===== config.mk =====
export PLATFORM = sky130hd
export DESIGN_NAME = fobpc_top
export DESIGN_NICKNAME = d
export VERILOG_FILES = /design/src/fobpc_pkg.sv /design/src/fobpc_gate.sv /design/src/fobpc_smb.sv /design/src/fobpc_top.sv
export SDC_FILE = /design/constraint.sdc
export NUM_CORES = 1
export LEC_CHECK = 0
export CORE_UTILIZATION = 65
export CTS_BUF_LIST = sky130_fd_sc_hd__clkbuf_8
export CTS_CLUSTER_DIAMETER = 40
export CTS_CLUSTER_SIZE = 30
export DETAILED_ROUTE_END_ITERATION = 12
export DONT_BUFFER_PORTS = 1
export HOLD_SLACK_MARGIN = 0.1
export PLACE_DENSITY = 0.8
export SYNTH_ARGS = -nofsm -noshare
export SYNTH_HDL_FRONTEND = slang
export SYNTH_HIERARCHICAL = 1
export SYNTH_SLANG_ARGS = --single-unit

===== constraint.sdc =====
create_clock -name i_clk_sys -period 7.1 [get_ports i_clk_sys]
set_input_delay 0.71 -clock i_clk_sys [delete_from_list [all_inputs] [get_ports i_clk_sys]]
set_output_delay 0.71 -clock i_clk_sys [all_outputs]
set_load 0.01 [all_outputs]

===== src/fobpc_pkg.sv =====
//////////////////////////////////////////////////////////////////////////////
// Purpose : Shared constants of the fanout output enable and power control
// Assumes : System clock of 100 MHz
// Notes   : All users refer to names as fobpc_pkg::name
//////////////////////////////////////////////////////////////////////////////
`default_nettype none
package fobpc_pkg;
  // Output count and pin-gated range
  localparam int unsigned NUM_OUT      = 20;
  localparam int unsigned PIN_LO       = 5;
  localparam int unsigned PIN_HI       = 12;
  localparam int unsigned NUM_PIN      = 8;
  // Gating latencies in output clock periods
  localparam int unsigned MIN_TAIL_CLK = 4;
  localparam int unsigned MAX_LAT_CLK  = 10;
  localparam int unsigned PD_SAMPLES   = 2;
  // Timing in system clock
  localparam int unsigned SYS_CLK_MHZ  = 100;
  localparam int unsigned TSTABLE_US   = 1800;
  localparam int unsigned TSTABLE_CYC  = TSTABLE_US * SYS_CLK_MHZ - 1;
  localparam int unsigned PGHIGH_US    = 300;
  localparam int unsigned PGHIGH_CYC   = PGHIGH_US * SYS_CLK_MHZ - 1;
  // Management framing
  localparam logic [7:0]  SMB_ADDR_BASE = 8'h68;
  localparam int unsigned CMD_MODE_BIT = 7;
  localparam int unsigned CNT_MIN      = 1;
  localparam int unsigned CNT_MAX      = 32;
  localparam int unsigned NUM_ADDR     = 9;
  // Reset value of register enables (all enabled)
  localparam logic [19:0] OE_REG_RST   = 20'hfffff;
  // Tri-level code
  localparam logic [1:0]  TRI_LOW      = 2'h0;
  localparam logic [1:0]  TRI_MID      = 2'h1;
  localparam logic [1:0]  TRI_HIGH     = 2'h2;
endpackage
`default_nettype wire


===== src/fobpc_gate.sv =====
//////////////////////////////////////////////////////////////////////////////
// Purpose : Glitch-free gate for one output, stepped by output clock edges
// Assumes : i_ck_rise is a one-cycle pulse per output clock period
// Notes   : Starts and stops only on whole clock cycles
//////////////////////////////////////////////////////////////////////////////
`default_nettype none
module fobpc_gate #(
  parameter int unsigned TAIL = 4
) (
  input  wire logic i_clk_sys,   // System clock
  input  wire logic i_rst_n,     // Async reset, active low
  input  wire logic i_ck_rise,   // Output clock rising edge pulse
  input  wire logic i_want,      // Requested enable
  input  wire logic i_kill,      // Immediate stop at period boundary
  output logic      o_run        // Gate open
);
  initial if (TAIL == 0 || TAIL > 15) $error("TAIL out of range");

  logic       run_ff, nxt_run;
  logic [3:0] tail_ff, nxt_tail;

  // Open at next edge, close after the tail of whole periods
  always_comb
  begin
    nxt_run  = run_ff;
    nxt_tail = tail_ff;
    if (i_ck_rise)
    begin
      if (i_kill)
      begin
        nxt_run  = 1'b0;
        nxt_tail = 4'h0;
      end
      else if (i_want)
      begin
        nxt_run  = 1'b1;
        nxt_tail = 4'h0;
      end
      else if (run_ff)
      begin
        if (tail_ff == 4'(TAIL))                     // Four whole periods after the first counted edge
        begin
          nxt_run  = 1'b0;
          nxt_tail = 4'h0;
        end
        else
        begin
          nxt_tail = tail_ff + 4'h1;
        end
      end
    end
  end

  // Gate state
  always_ff @(posedge i_clk_sys or negedge i_rst_n)
  begin
    if (!i_rst_n)
    begin
      run_ff  <= 1'b0;
      tail_ff <= 4'h0;
    end
    else
    begin
      run_ff  <= nxt_run;
      tail_ff <= nxt_tail;
    end
  end

  assign o_run = run_ff;
endmodule
`default_nettype wire


===== src/fobpc_smb.sv =====
//////////////////////////////////////////////////////////////////////////////
// Purpose : Management slave framing: address match, command, count, data
// Assumes : Bus lines already synchronised; open-drain data output
// Notes   : Registers are OE bytes 0..2; other indices read zero
//////////////////////////////////////////////////////////////////////////////
`default_nettype none
module fobpc_smb (
  input  wire logic        i_clk_sys,   // System clock
  input  wire logic        i_rst_n,     // Async reset, active low
  input  wire logic        i_scl,       // Synchronised bus clock
  input  wire logic        i_sda,       // Synchronised bus data
  input  wire logic [6:0]  i_addr,      // Strapped slave address
  output logic             o_sda_oe,    // Pull data low
  output logic [19:0]      o_oe_reg,    // Register enable bits
  output logic             o_cnt_err    // Illegal block count seen
);
  typedef enum logic [2:0] {
    S_IDLE = 3'h0, S_ADDR = 3'h1, S_CMD = 3'h2, S_CNT = 3'h3,
    S_WDAT = 3'h4, S_RDAT = 3'h5, S_ACK = 3'h6, S_MACK = 3'h7
  } fobpc_smb_t;

  fobpc_smb_t  st_ff, nxt_st, ret_ff, nxt_ret;
  logic        scl_d_ff, sda_d_ff;
  logic [7:0]  sh_ff, nxt_sh;
  logic [3:0]  bit_ff, nxt_bit;
  logic [6:0]  idx_ff, nxt_idx;
  logic [5:0]  cnt_ff, nxt_cnt;
  logic        byte_ff, nxt_byte, rd_ff, nxt_rd, ack_ff, nxt_ack, err_ff, nxt_err;
  logic [19:0] oe_ff, nxt_oe;
  logic        scl_r, scl_f, start, stop;

  localparam int unsigned CMD_BIT = fobpc_pkg::CMD_MODE_BIT;

  assign scl_r = i_scl & ~scl_d_ff;
  assign scl_f = ~i_scl & scl_d_ff;
  assign start = i_scl & scl_d_ff & sda_d_ff & ~i_sda;
  assign stop  = i_scl & scl_d_ff & ~sda_d_ff & i_sda;

  // Read one register byte by index
  function automatic logic [7:0] rd_reg(input logic [6:0] idx, input logic [19:0] oe);
    case (idx)
      7'h0:    rd_reg = oe[7:0];
      7'h1:    rd_reg = oe[15:8];
      7'h2:    rd_reg = {4'h0, oe[19:16]};
      default: rd_reg = 8'h00;
    endcase
  endfunction

  // Framing sequencer
  always_comb
  begin
    nxt_st = st_ff; nxt_ret = ret_ff; nxt_sh = sh_ff; nxt_bit = bit_ff;
    nxt_idx = idx_ff; nxt_cnt = cnt_ff; nxt_byte = byte_ff; nxt_rd = rd_ff;
    nxt_ack = ack_ff; nxt_err = err_ff; nxt_oe = oe_ff;
    if (stop)
    begin
      nxt_st = S_IDLE; nxt_ack = 1'b0;
    end
    else if (start)
    begin
      nxt_st = S_ADDR; nxt_bit = 4'h0; nxt_ack = 1'b0;       // Repeated start allowed
    end
    else
    begin
      unique case (st_ff)
        S_IDLE: ;
        S_ADDR, S_CMD, S_CNT, S_WDAT:
          if (scl_r)
          begin
            nxt_sh  = {sh_ff[6:0], i_sda};
            nxt_bit = bit_ff + 4'h1;
          end
          else if (scl_f && bit_ff == 4'h8)
          begin
            nxt_bit = 4'h0;
            nxt_ack = 1'b1;
            nxt_st  = S_ACK;
            unique case (st_ff)
              S_ADDR:
                if (sh_ff[7:1] != i_addr)
                begin
                  nxt_ack = 1'b0; nxt_st = S_IDLE;               // Not our address
                end
                else
                begin
                  nxt_rd  = sh_ff[0];
                  nxt_ret = sh_ff[0] ? S_RDAT : S_CMD;
                end
              S_CMD:
              begin
                nxt_idx  = sh_ff[6:0];                           // Start index from low bits
                nxt_byte = sh_ff[CMD_BIT];                       // Byte vs block select
                nxt_ret  = sh_ff[CMD_BIT] ? S_WDAT : S_CNT;      // Count follows in block mode
                nxt_cnt  = 6'h1;
              end
              S_CNT:
              begin
                if (sh_ff == 8'h00 || sh_ff > 8'(fobpc_pkg::CNT_MAX))
                begin
                  nxt_err = 1'b1; nxt_ack = 1'b0; nxt_ret = S_IDLE; // Count limits
                end
                else
                begin
                  nxt_cnt = 6'(sh_ff); nxt_ret = S_WDAT;
                end
              end
              default:
              begin
                unique case (idx_ff)
                  7'h0: nxt_oe[7:0]   = sh_ff;
                  7'h1: nxt_oe[15:8]  = sh_ff;
                  7'h2: nxt_oe[19:16] = sh_ff[3:0];
                  default: ;
                endcase
                nxt_idx = idx_ff + 7'h1;
                nxt_cnt = (cnt_ff == 6'h0) ? 6'h0 : cnt_ff - 6'h1;
                nxt_ret = (byte_ff || cnt_ff <= 6'h1) ? S_IDLE : S_WDAT;
              end
            endcase
          end
        S_ACK:
          if (scl_f)
          begin
            nxt_ack = 1'b0;
            nxt_st  = ret_ff;
            nxt_sh  = rd_reg(idx_ff, oe_ff);
          end
        S_RDAT:
          if (scl_f)
          begin
            nxt_sh  = {sh_ff[6:0], 1'b1};
            nxt_bit = bit_ff + 4'h1;
            if (bit_ff == 4'h7)
            begin
              nxt_st = S_MACK; nxt_bit = 4'h0;
            end
          end
        S_MACK:
          if (scl_r)
          begin
            nxt_idx = idx_ff + 7'h1;
            nxt_st  = i_sda ? S_IDLE : S_ACK;                    // Master NAK ends read
            nxt_ret = S_RDAT;
          end
      endcase
    end
  end

  // Sequencer registers
  always_ff @(posedge i_clk_sys or negedge i_rst_n)
  begin
    if (!i_rst_n)
    begin
      st_ff <= S_IDLE; ret_ff <= S_IDLE; sh_ff <= 8'h00; bit_ff <= 4'h0;
      idx_ff <= 7'h00; cnt_ff <= 6'h0; byte_ff <= 1'b0; rd_ff <= 1'b0;
      ack_ff <= 1'b0; err_ff <= 1'b0; scl_d_ff <= 1'b1; sda_d_ff <= 1'b1;
      oe_ff <= fobpc_pkg::OE_REG_RST;                            // Enables reset set
    end
    else
    begin
      st_ff <= nxt_st; ret_ff <= nxt_ret; sh_ff <= nxt_sh; bit_ff <= nxt_bit;
      idx_ff <= nxt_idx; cnt_ff <= nxt_cnt; byte_ff <= nxt_byte; rd_ff <= nxt_rd;
      ack_ff <= nxt_ack; err_ff <= nxt_err; scl_d_ff <= i_scl; sda_d_ff <= i_sda;
      oe_ff <= nxt_oe;
    end
  end

  // Drive low for ack or a zero data bit
  assign o_sda_oe  = ack_ff | ((st_ff == S_RDAT) & ~sh_ff[7]);
  assign o_oe_reg  = oe_ff;
  assign o_cnt_err = err_ff;
endmodule
`default_nettype wire


===== src/fobpc_top.sv =====
//////////////////////////////////////////////////////////////////////////////
// Purpose : Output enable gating and power control of a 20-output fanout
// Assumes : Output clock and all pins are asynchronous to i_clk_sys
// Notes   : Outputs are gate levels per pair; analog drive is outside
//////////////////////////////////////////////////////////////////////////////
//////////////////////////////////////////////////////////////////////////////
`default_nettype none
module fobpc_top #(
  parameter int unsigned NUM_OUT     = fobpc_pkg::NUM_OUT,
  parameter int unsigned TSTABLE_CYC = fobpc_pkg::TSTABLE_CYC,
  parameter int unsigned PGHIGH_CYC  = fobpc_pkg::PGHIGH_CYC
) (
  input  wire logic                i_clk_sys,                     // System clock, 100 MHz
  input  wire logic                i_rst_n,                       // Async reset, active low
  input  wire logic                i_buffered_output_clock,       // Output clock pin
  input  wire logic                i_buffered_output_clock_complement, // Complement output clock pin
  input  wire logic [7:0]          i_output_enable_pin_n,         // Pins for outputs 12..5
  input  wire logic                i_power_good_pin,              // Power good / power down pin
  input  wire logic [1:0]          i_address_select_low,          // Tri-level code of low select pin
  input  wire logic [1:0]          i_address_select_high,         // Tri-level code of high select pin
  input  wire logic                i_smb_clk,                     // Bus clock pin
  input  wire logic                i_smb_data,                    // Bus data pin level
  output logic                     o_smb_data,                    // Bus data output level
  output logic                     o_smb_data_oe,                 // Bus data output enable
  output logic [NUM_OUT-1:0]       o_out_run,                     // Output toggling
  output logic [NUM_OUT-1:0]       o_out_park_high,               // Parked output driven high
  output logic                     o_power_save,                  // Power saving mode
  output logic                     o_clocks_stable,               // Outputs stable
  output logic [6:0]               o_slave_addr,                  // Captured slave address
  output logic                     o_cnt_err                      // Illegal block count seen
);
  initial if (NUM_OUT < fobpc_pkg::PIN_HI + 1) $error("NUM_OUT too small");
  initial if (TSTABLE_CYC >= 2**18 || PGHIGH_CYC >= 2**15) $error("Timer count too wide");

  ////////////////////////////////////////////////////////////////////////////
  // Input synchronisers
  logic [11:0] s1_ff, s2_ff;
  logic        ckc_d_ff, ck_d_ff;
  always_ff @(posedge i_clk_sys or negedge i_rst_n)
  begin
    if (!i_rst_n)
    begin
      s1_ff    <= 12'hfff;
      s2_ff    <= 12'hfff;
      ckc_d_ff <= 1'b1;                                          // Match synchroniser reset, no false edge
      ck_d_ff  <= 1'b1;
    end
    else
    begin
      s1_ff    <= {i_smb_clk, i_smb_data, i_buffered_output_clock_complement,
                   i_buffered_output_clock, i_output_enable_pin_n};
      s2_ff    <= s1_ff;
      ckc_d_ff <= s2_ff[9];
      ck_d_ff  <= s2_ff[8];
    end
  end

  logic [7:0] pin_n_s;
  logic       ck_s, ckc_s, scl_s, sda_s;
  assign pin_n_s = s2_ff[7:0];
  assign ck_s    = s2_ff[8];
  assign ckc_s   = s2_ff[9];
  assign sda_s   = s2_ff[10];
  assign scl_s   = s2_ff[11];

  // Power good goes through its own pair
  logic       pg1_ff, pg2_ff;
  logic [3:0] sa1_ff, sa2_ff;
  always_ff @(posedge i_clk_sys or negedge i_rst_n)
  begin
    if (!i_rst_n)
    begin
      pg1_ff <= 1'b0;
      pg2_ff <= 1'b0;
      sa1_ff <= 4'h0;
      sa2_ff <= 4'h0;
    end
    else
    begin
      pg1_ff <= i_power_good_pin;
      pg2_ff <= pg1_ff;
      sa1_ff <= {i_address_select_high, i_address_select_low};   // Straps are pins too
      sa2_ff <= sa1_ff;
    end
  end

  // Output clock edges
  logic ck_rise, ckc_rise, ckc_fall;
  assign ck_rise  = ck_s & ~ck_d_ff;
  assign ckc_rise = ckc_s & ~ckc_d_ff;
  assign ckc_fall = ~ckc_s & ckc_d_ff;

  ////////////////////////////////////////////////////////////////////////////
  // Address decode from tri-level straps
  function automatic logic [6:0] strap_addr(input logic [1:0] lo, input logic [1:0] hi);
    logic [3:0] sel;
    sel = 4'((hi == fobpc_pkg::TRI_HIGH ? 2 : hi == fobpc_pkg::TRI_MID ? 1 : 0) * 3 +
             (lo == fobpc_pkg::TRI_HIGH ? 2 : lo == fobpc_pkg::TRI_MID ? 1 : 0));
    strap_addr = fobpc_pkg::SMB_ADDR_BASE[7:1] + 7'(sel);   // Nine addresses
  endfunction

  ////////////////////////////////////////////////////////////////////////////
  // Power good capture and power-down tracking
  logic        seen_ff, nxt_seen;
  logic [6:0]  addr_ff, nxt_addr;
  logic [1:0]  pdn_cnt_ff, nxt_pdn_cnt;
  logic        pdn_ff, nxt_pdn;
  logic        pg_d_ff;
  logic [17:0] stab_ff, nxt_stab;
  logic [14:0] park_ff, nxt_park;
  logic        parkh_ff, nxt_parkh;

  always_comb
  begin
    nxt_seen    = seen_ff;
    nxt_addr    = addr_ff;
    nxt_pdn_cnt = pdn_cnt_ff;
    nxt_pdn     = pdn_ff;
    nxt_stab    = stab_ff;
    nxt_park    = park_ff;
    nxt_parkh   = parkh_ff;
    if (pg2_ff && !pg_d_ff && !seen_ff)
    begin
      nxt_seen = 1'b1;
      nxt_addr = strap_addr(sa2_ff[1:0], sa2_ff[3:2]);            // Strap capture
    end
    // Count consecutive low samples on complement rising edges
    if (seen_ff && ckc_rise)
      nxt_pdn_cnt = pg2_ff ? 2'h0 : ((pdn_cnt_ff == 2'(fobpc_pkg::PD_SAMPLES)) ? pdn_cnt_ff : pdn_cnt_ff + 2'h1);
    if (seen_ff && !pg2_ff && ckc_fall && pdn_cnt_ff == 2'(fobpc_pkg::PD_SAMPLES))
    begin
      nxt_pdn   = 1'b1;                                        // Stop at next fall
      nxt_parkh = 1'b0;
    end
    if (pg2_ff && seen_ff)
    begin
      if (pdn_ff)
      begin
        nxt_pdn   = 1'b0;
        nxt_park  = 15'h0;
        nxt_stab  = 18'h0;
      end
    end
    if (pg2_ff)
    begin
      if (stab_ff != 18'(TSTABLE_CYC))
        nxt_stab = stab_ff + 18'h1;                            // Stable within bound
      if (!nxt_parkh && park_ff != 15'(PGHIGH_CYC))
        nxt_park = park_ff + 15'h1;
      else if (!parkh_ff)
        nxt_parkh = 1'b1;                                      // Park high bound
    end
    else
    begin
      nxt_stab = 18'h0;
    end
  end

  always_ff @(posedge i_clk_sys or negedge i_rst_n)
  begin
    if (!i_rst_n)
    begin
      seen_ff    <= 1'b0;
      addr_ff    <= 7'h00;
      pdn_cnt_ff <= 2'h0;
      pdn_ff     <= 1'b1;
      pg_d_ff    <= 1'b0;
      stab_ff    <= 18'h0;
      park_ff    <= 15'h0;
      parkh_ff   <= 1'b0;
    end
    else
    begin
      seen_ff    <= nxt_seen;
      addr_ff    <= nxt_addr;
      pdn_cnt_ff <= nxt_pdn_cnt;
      pdn_ff     <= nxt_pdn;
      pg_d_ff    <= pg2_ff;
      stab_ff    <= nxt_stab;
      park_ff    <= nxt_park;
      parkh_ff   <= nxt_parkh;
    end
  end

  ////////////////////////////////////////////////////////////////////////////
  // Management slave
  logic [19:0] oe_reg;
  logic        sda_oe;
  fobpc_smb u_smb (
    .i_clk_sys (i_clk_sys),
    .i_rst_n   (i_rst_n),
    .i_scl     (scl_s),
    .i_sda     (sda_s),
    .i_addr    (addr_ff),
    .o_sda_oe  (sda_oe),
    .o_oe_reg  (oe_reg),
    .o_cnt_err (o_cnt_err)
  );

  ////////////////////////////////////////////////////////////////////////////
  // Per-output enable gates
  logic [NUM_OUT-1:0] want, run;
  genvar g;
  generate
    for (g = 0; g < NUM_OUT; g++)
    begin : g_out
      if (g >= fobpc_pkg::PIN_LO && g <= fobpc_pkg::PIN_HI)
      begin : g_pin
        assign want[g] = oe_reg[g] & ~pin_n_s[g - fobpc_pkg::PIN_LO]; // Bit one and pin zero
      end
      else
      begin : g_reg
        assign want[g] = (g < 20) ? oe_reg[g % 20] : 1'b0;     // Register bit only
      end
      fobpc_gate #(
        .TAIL (fobpc_pkg::MIN_TAIL_CLK)
      ) u_gate (
        .i_clk_sys (i_clk_sys),
        .i_rst_n   (i_rst_n),
        .i_ck_rise (ck_rise),
        .i_want    (want[g]),                                  // Restart next edge, four-clock tail
        .i_kill    (nxt_pdn),                                  // Stops on the fall that sets it
        .o_run     (run[g])
      );
    end
  endgenerate

  // Outputs
  assign o_out_run       = run;
  assign o_out_park_high = {NUM_OUT{parkh_ff & ~pdn_ff}} & ~run;
  assign o_power_save    = pdn_ff;
  assign o_clocks_stable = stab_ff == 18'(TSTABLE_CYC);
  assign o_slave_addr    = addr_ff;
  assign o_smb_data      = 1'b0;
  assign o_smb_data_oe   = sda_oe;
endmodule
`default_nettype wire


# Word-level counts from Yosys, hierarchy flattened
# Index checks and enable logic that the tools add are counted.
# op_classes
mul	1
reduce_logical	80
mux	231
div_mod_pow	0
bitwise	45
eq_ne	60
n_shift	0
add_sub_neg	28
n_lt_le_gt_ge	2
# op_table
cell	n
$mux 4	85
$mux 1	96
$add 4x1->4 const B	21
$eq 4x3->1 const B	21
$mux 18	4
$reduce_bool 3->1	22
$mux 15	4
$mux 3	19
$reduce_and 7->1	8
$pmux 8 s3	2
$reduce_and 2->1	22
$pmux 7 s2	2
$mux 8	3
$ne 4x1->1 const B	6
$not 1->1	22
$mux 7	3
$and 1x1->1	20
$and 20x20->20	1
$not 20->20	1
$add 18x1->18 const B	1
$eq 18x18->1 const B	1
$ne 18x18->1 const B	1
$pmux 6 s3	1
$add 15x1->15 const B	1
other kinds (45)	80
# totals
romBits	0
ramBits	0
latch_bits	0
mem_count	0
register_bits	238
output_inout_bits	52
wordCells	517

# Longest topological paths before layout
# depth
word_depth	9
depth_mapped	9
mapped_depth_nobuf	9

# Hierarchy
# The synthesis kept the hierarchy.
# by_module_without_submodules
module	area_per_inst_um2	instances	seq_area_each_um2	cells_each
fobpc_gate	277.8	20	125.1	27
fobpc_top	3509.6	1	2060.7	328
fobpc_smb	3473.3	1	1428.9	362

# Least setup slack after synthesis
# No wires, ideal clock.
# synth_path
path_type	flip-flop to flip-flop
startpoint	reg s2_ff[8]
endpoint	reg g_out[0].u_gate.tail_ff[1]
stages_incl_launch_ff	4
path_slack_ps	3282
synth_period_minus_slack_ps	3818
t_arrival_ps	3695
path_buffers	0
path_cell_list	dfstp_2 nor2b_1 o31ai_1 a22o_1
# synth_via
elab_chain_len	2
# synth_lines
element	line	rtl
from (decl)	fobpc_top.sv:37	logic [11:0] s1_ff, s2_ff;
from (signal assigned)	fobpc_top.sv:44	s2_ff <= 12'hfff;
from (signal assigned)	fobpc_top.sv:52	s2_ff <= s1_ff;
$and 1x1->1	fobpc_top.sv:89	assign ck_rise = ck_s & ~ck_d_ff;
net ck_rise	fobpc_top.sv:88	logic ck_rise, ckc_rise, ckc_fall;
$reduce_and 2->1 (no line)	--	
to (signal assigned)	fobpc_gate.sv:65	tail_ff <= nxt_tail;
to (decl)	fobpc_gate.sv:20	logic [3:0] tail_ff, nxt_tail;
# The timed path passes the listed nets, and every way through them passes these cells.
# A chain may end at the register's enable or synchronous reset.

# Worst setup path after layout
# layout_path
startpoint	reg stab_ff[14]
endpoint	out o_clocks_stable
# layout_via
elab_chain_len	1
# layout_lines
element	line	rtl
from (decl)	fobpc_top.sv:109	logic [17:0] stab_ff, nxt_stab;
from (signal assigned)	fobpc_top.sv:179	stab_ff <= nxt_stab;
$eq 18x18->1	fobpc_top.sv:232	assign o_clocks_stable = stab_ff == 18'(TSTABLE_CYC);
to (decl)	fobpc_top.sv:28	output logic o_clocks_stable,
# Every way passes these cells.

==> Flow_metrics.wiki <==
{| class="wikitable"
! Metric !! Value
|-
| Outcome || complete, no violations
|-
| Die Y || approximately 140 um
|-
| Leak pwr || between 5 and 6 nW
|-
| Worst setup path class || register to output pin
|-
| Switching power as a share of total power || 0.2611
|-
| Yosys reg bits || around 240
|-
| Sum of net half-perimeters after detailed placement || about 17 mm
|-
| Synth cell types || between 70 and 80
|-
| Number of sinks handled by clock tree synthesis || between 200 and 250
|-
| Clk pwr share || 0.430
|-
| Sequential cell fraction of total power || 0.504
|-
| Cell total after placement || between 1k and 1.5k
|-
| Worst relative slew slack || 0.2341
|-
| Number of non-filler instances in the completed layout || 1524
|-
| Largest area contributor in the synthesized netlist || sky130_fd_sc_hd__dfrtp_1
|-
| Count of max-cap constraint violations || 0
|-
| Worst setup slack after layout || 4108 ps
|-
| Number of global-route vias before repair || approximately 9.0k
|-
| Number of fill cells || roughly 1.3k
|-
| Wire per inst || approximately 17 um
|-
| Number of setup buffers added after CTS || 0
|-
| Worst setup EP type || output pin
|-
| Synthesis Warnings || 6
|-
| Comb pwr share || 0.066
|-
| Simple-gate portion of the synthesized area || 0.1768
|-
| Number of design-rule violations left by the first detailed-router iteration || 565
|-
| Number of slew-limit violations in the final report || 0
|-
| Startpoint class of the critical path || register
|-
| Commonest non-fill, non-tap cell in the layout || sky130_fd_sc_hd__dfrtp_1
|-
| RSZ-0062 raised after global routing || false
|-
| Post-synthesis compound-gate area fraction || 0.1725
|-
| Remaining number of nets flagged by the antenna check after routing || 0
|-
| Number of search-and-repair iterations in the first detailed-routing pass || 5
|-
| Delay of the slowest critical-path stage || about 760 ps
|-
| Area of the core || around 0.019 mm^2
|-
| Ant. Diodes || 0
|-
| Top area cells in the synthesized netlist || sky130_fd_sc_hd__dfrtp_1 (38%), sky130_fd_sc_hd__dfstp_2 (10%), sky130_fd_sc_hd__ha_1 (5.8%), sky130_fd_sc_hd__nand2_1 (3.7%), sky130_fd_sc_hd__inv_1 (3.2%)
|-
| Initial cell density of the core || 0.6658
|-
| FF/Latch Area || ~0.0060 mm^2
|-
| Initial antenna violation count || 0
|-
| Area occupied by multi-input gates || about 0.0059 mm^2
|-
| Final Skew || between 30 and 40 ps
|-
| Input/output buffers || 0
|-
| Overflow left after global routing || 0
|-
| Clock latency on the worst-skew pair || 550 ps
|-
| Cell internal power dissipation || around 2.2 mW
|-
| Netlist area before placement || 0.01254 mm^2
|-
| Worst IR Drop VDD || between 150 and 200 uV
|-
| Routed Wire Length || 25.45 mm
|-
| Worst slack, placed || ~4400 ps
|-
| Number of DRC violations after detailed routing || 0
|-
| Total GRT Usage || 0.2685
|-
| Synth Instances || ~1.2k
|-
| Post-synth EDFFs || 0
|-
| Actual transition at the worst max-transition pin || about 1100 ps
|-
| Ys async rst share || 1.000
|-
| Slowest cell on crit path || sky130_fd_sc_hd__nor4b_1
|-
| Proportion of synthesized chip area in sequential cells || 0.4779
|-
| Final Cycle Share || 0.4215
|-
| Top cell type's share of synthesized area || 0.3752
|-
| Average cell area after synthesis || a little over 10 um^2
|-
| Flip-flop count of the largest register after layout || 80
|-
| Hold bufs inserted after CTS || 1
|-
| Post-layout min period || roughly 3000 ps
|-
| TritonCTS Buffers || 37
|-
| Class of the tightest hold or removal check || input port to register
|-
| Final Hold Fails || 0
|-
| Dominant register cell in the synthesized netlist || sky130_fd_sc_hd__dfrtp_1
|-
| Net count of the finished layout || 1314
|-
| Root Buffer Master || sky130_fd_sc_hd__clkbuf_8
|-
| Clk pin slew, worst setup/hold paths || roughly 70 ps
|-
| H-Tree Level Count || 2
|-
| Share of final-layout standard cells stronger than drive strength 1 || 0.1780
|-
| Setup violators final || 0
|-
| Number of gates given a new drive strength after cts || 0
|-
| X dimension of the die || between 100 and 150 um
|-
| Largest fanout of any net on the critical path || 4
|-
| First-pass GRT wire length || around 43 mm
|-
| Worst-path cell chain || nor4bb_1 > nand3_1 > nor4b_1
|-
| Global placer's final weighted congestion || about 0.92
|-
| Power density normalized to cell area || approximately 220 mW/mm^2
|-
| WP data required || roughly 6400 ps
|-
| Sum Neg Setup Slack || 0 ps
|-
| CTS tree || done
|-
| Net Count, Synth || about 1.3k
|-
| Arrival @ worst endpoint || approximately 2300 ps
|-
| XOR/XNOR share of the synthesized area || 0.03143
|-
| Via-to-Cell Ratio || approximately 6
|-
| Combinational family with the most area after synthesis || simple AND/OR/NAND/NOR gates
|-
| Maximum number of pins on one net before global-route repair || 238
|-
| Layout Area Growth over Synthesis || 8.083%
|-
| Num rows || 50
|-
| Adder and majority cell fraction of the synthesized area || 0.05948
|-
| Mux share of post-synthesis cell area || 0.03263
|-
| Area enclosed by the die boundary || between 0.015 and 0.02 mm^2
|-
| Most used cells in the layout excluding fill and tap cells || sky130_fd_sc_hd__dfrtp_1 (188), sky130_fd_sc_hd__nand2_1 (124), sky130_fd_sc_hd__inv_1 (111)
|-
| Total net switching power || roughly 0.77 mW
|-
| Total via count after detailed routing || between 9k and 10k
|-
| Max Root-Sink Buffers || 3
|-
| Fmax || around 330 MHz
|-
| Total I/O pin count || 71
|}
-- metal layers --
layer / GRT usage / routed length, um / share of wire / vias up
li1: - / - / - / 4440
met1: 0.3585 / 11230 / 0.44 / 4575
met4: 0.09954 / 714 / 0.028 / 0
met3: 0.04314 / 1258 / 0.049 / 57
met2: 0.4449 / 12250 / 0.48 / 235
met5: 0 / 0 / 0 / -
-- power by group through the flow --
stage / clock network, mW / logic (mW) / registers (mW)
3_3_place_gp: 0 / 0.158 / 1.50
6_report: 1.26 / 0.193 / 1.48
5_1_grt: 1.36 / 0.218 / 1.49
3_5_place_dp: 0 / 0.165 / 1.50
4_1_cts: 1.29 / 0.194 / 1.48
2_1_floorplan: 0 / 0.158 / 1.46
-- critical path, delay by kind of cell (launching register included) --
family	cells	cell delay (ps)
flops	1	420
simple gates	3	1340
-- per-stage QoR --
| stage | total power, mW | instance area (um^2) | hold WS, ps | util |
|---|---|---|---|---|
| 2_1_floorplan | 1.621 | 12540 | 331.2 | - |
| 3_3_place_gp | 1.659 | 12690 | 332.2 | 0.6742 |
| 3_5_place_dp | 1.670 | 12690 | 337.1 | 0.6742 |
| 4_1_cts | 2.966 | 13550 | 130.6 | 0.7197 |
| 5_1_grt | 3.063 | 13550 | 125.7 | 0.7197 |
| 6_report | 2.938 | 13550 | 152.9 | 0.7197 |
-- cells in the mapped netlist, drive strengths merged, types with 25 or more instances --
cell type and instances:
a21oi 34, a22oi 27, dfrtp 188, dfstp 49, ha 58, inv 107, mux2 31, nand2 144
nand3 68, nand3b 26, nor2 50, nor3 26, o21ai 97, o22ai 28, o31ai 25, xor2 34
-- final cells by class --
| class | count | share of cell area |
|---|---|---|
| Timing Repair Buffer | 5 | 0.004247 |
| Tap cell | 260 | 0.02401 |
| Clock inverter | 22 | 0.01551 |
| Multi-Input combinational cell | 848 | 0.4387 |
| Sequential cell | 237 | 0.4422 |
| Clock buffer | 45 | 0.04570 |
| Inverter | 107 | 0.02964 |
-- cells by family (layout without fill, tap and decap cells) --
kind of cell               Yosys count  in the layout
DFF                                237            237
muxes                               37             37
other                                1              1
xor gates and xnor gates            45             45
AOI/OAI and AO/OA                  300            300
adders and majority gates           59             59
buffers and inverters              145            179
and+or+nand+nor                    406            406
-- final timing paths --
check	start	endpoint	slack, ps	depth (start not counted)
setup / recovery	stab_ff[14]$_DFFE_PN0P_	o_clocks_stable	4110	3
hold / removal	i_output_enable_pin_n[6]	s1_ff[6]$_DFF_PN1_	150	0
setup reg to reg	u_smb/st_ff[2]$_DFFE_PN0P_	u_smb/idx_ff[6]$_DFFE_PN0P_	4330	4
hold reg to reg	s1_ff[4]$_DFF_PN1_	s2_ff[4]$_DFF_PN1_	330	0
max in group asynchronous	i_rst_n	g_out[2].u_gate/tail_ff[0]$_DFFE_PN0P_	5980	1
min in group asynchronous	i_rst_n	g_out[11].u_gate/tail_ff[2]$_DFFE_PN0P_	230	1
(Power assumes the default switching activity.)
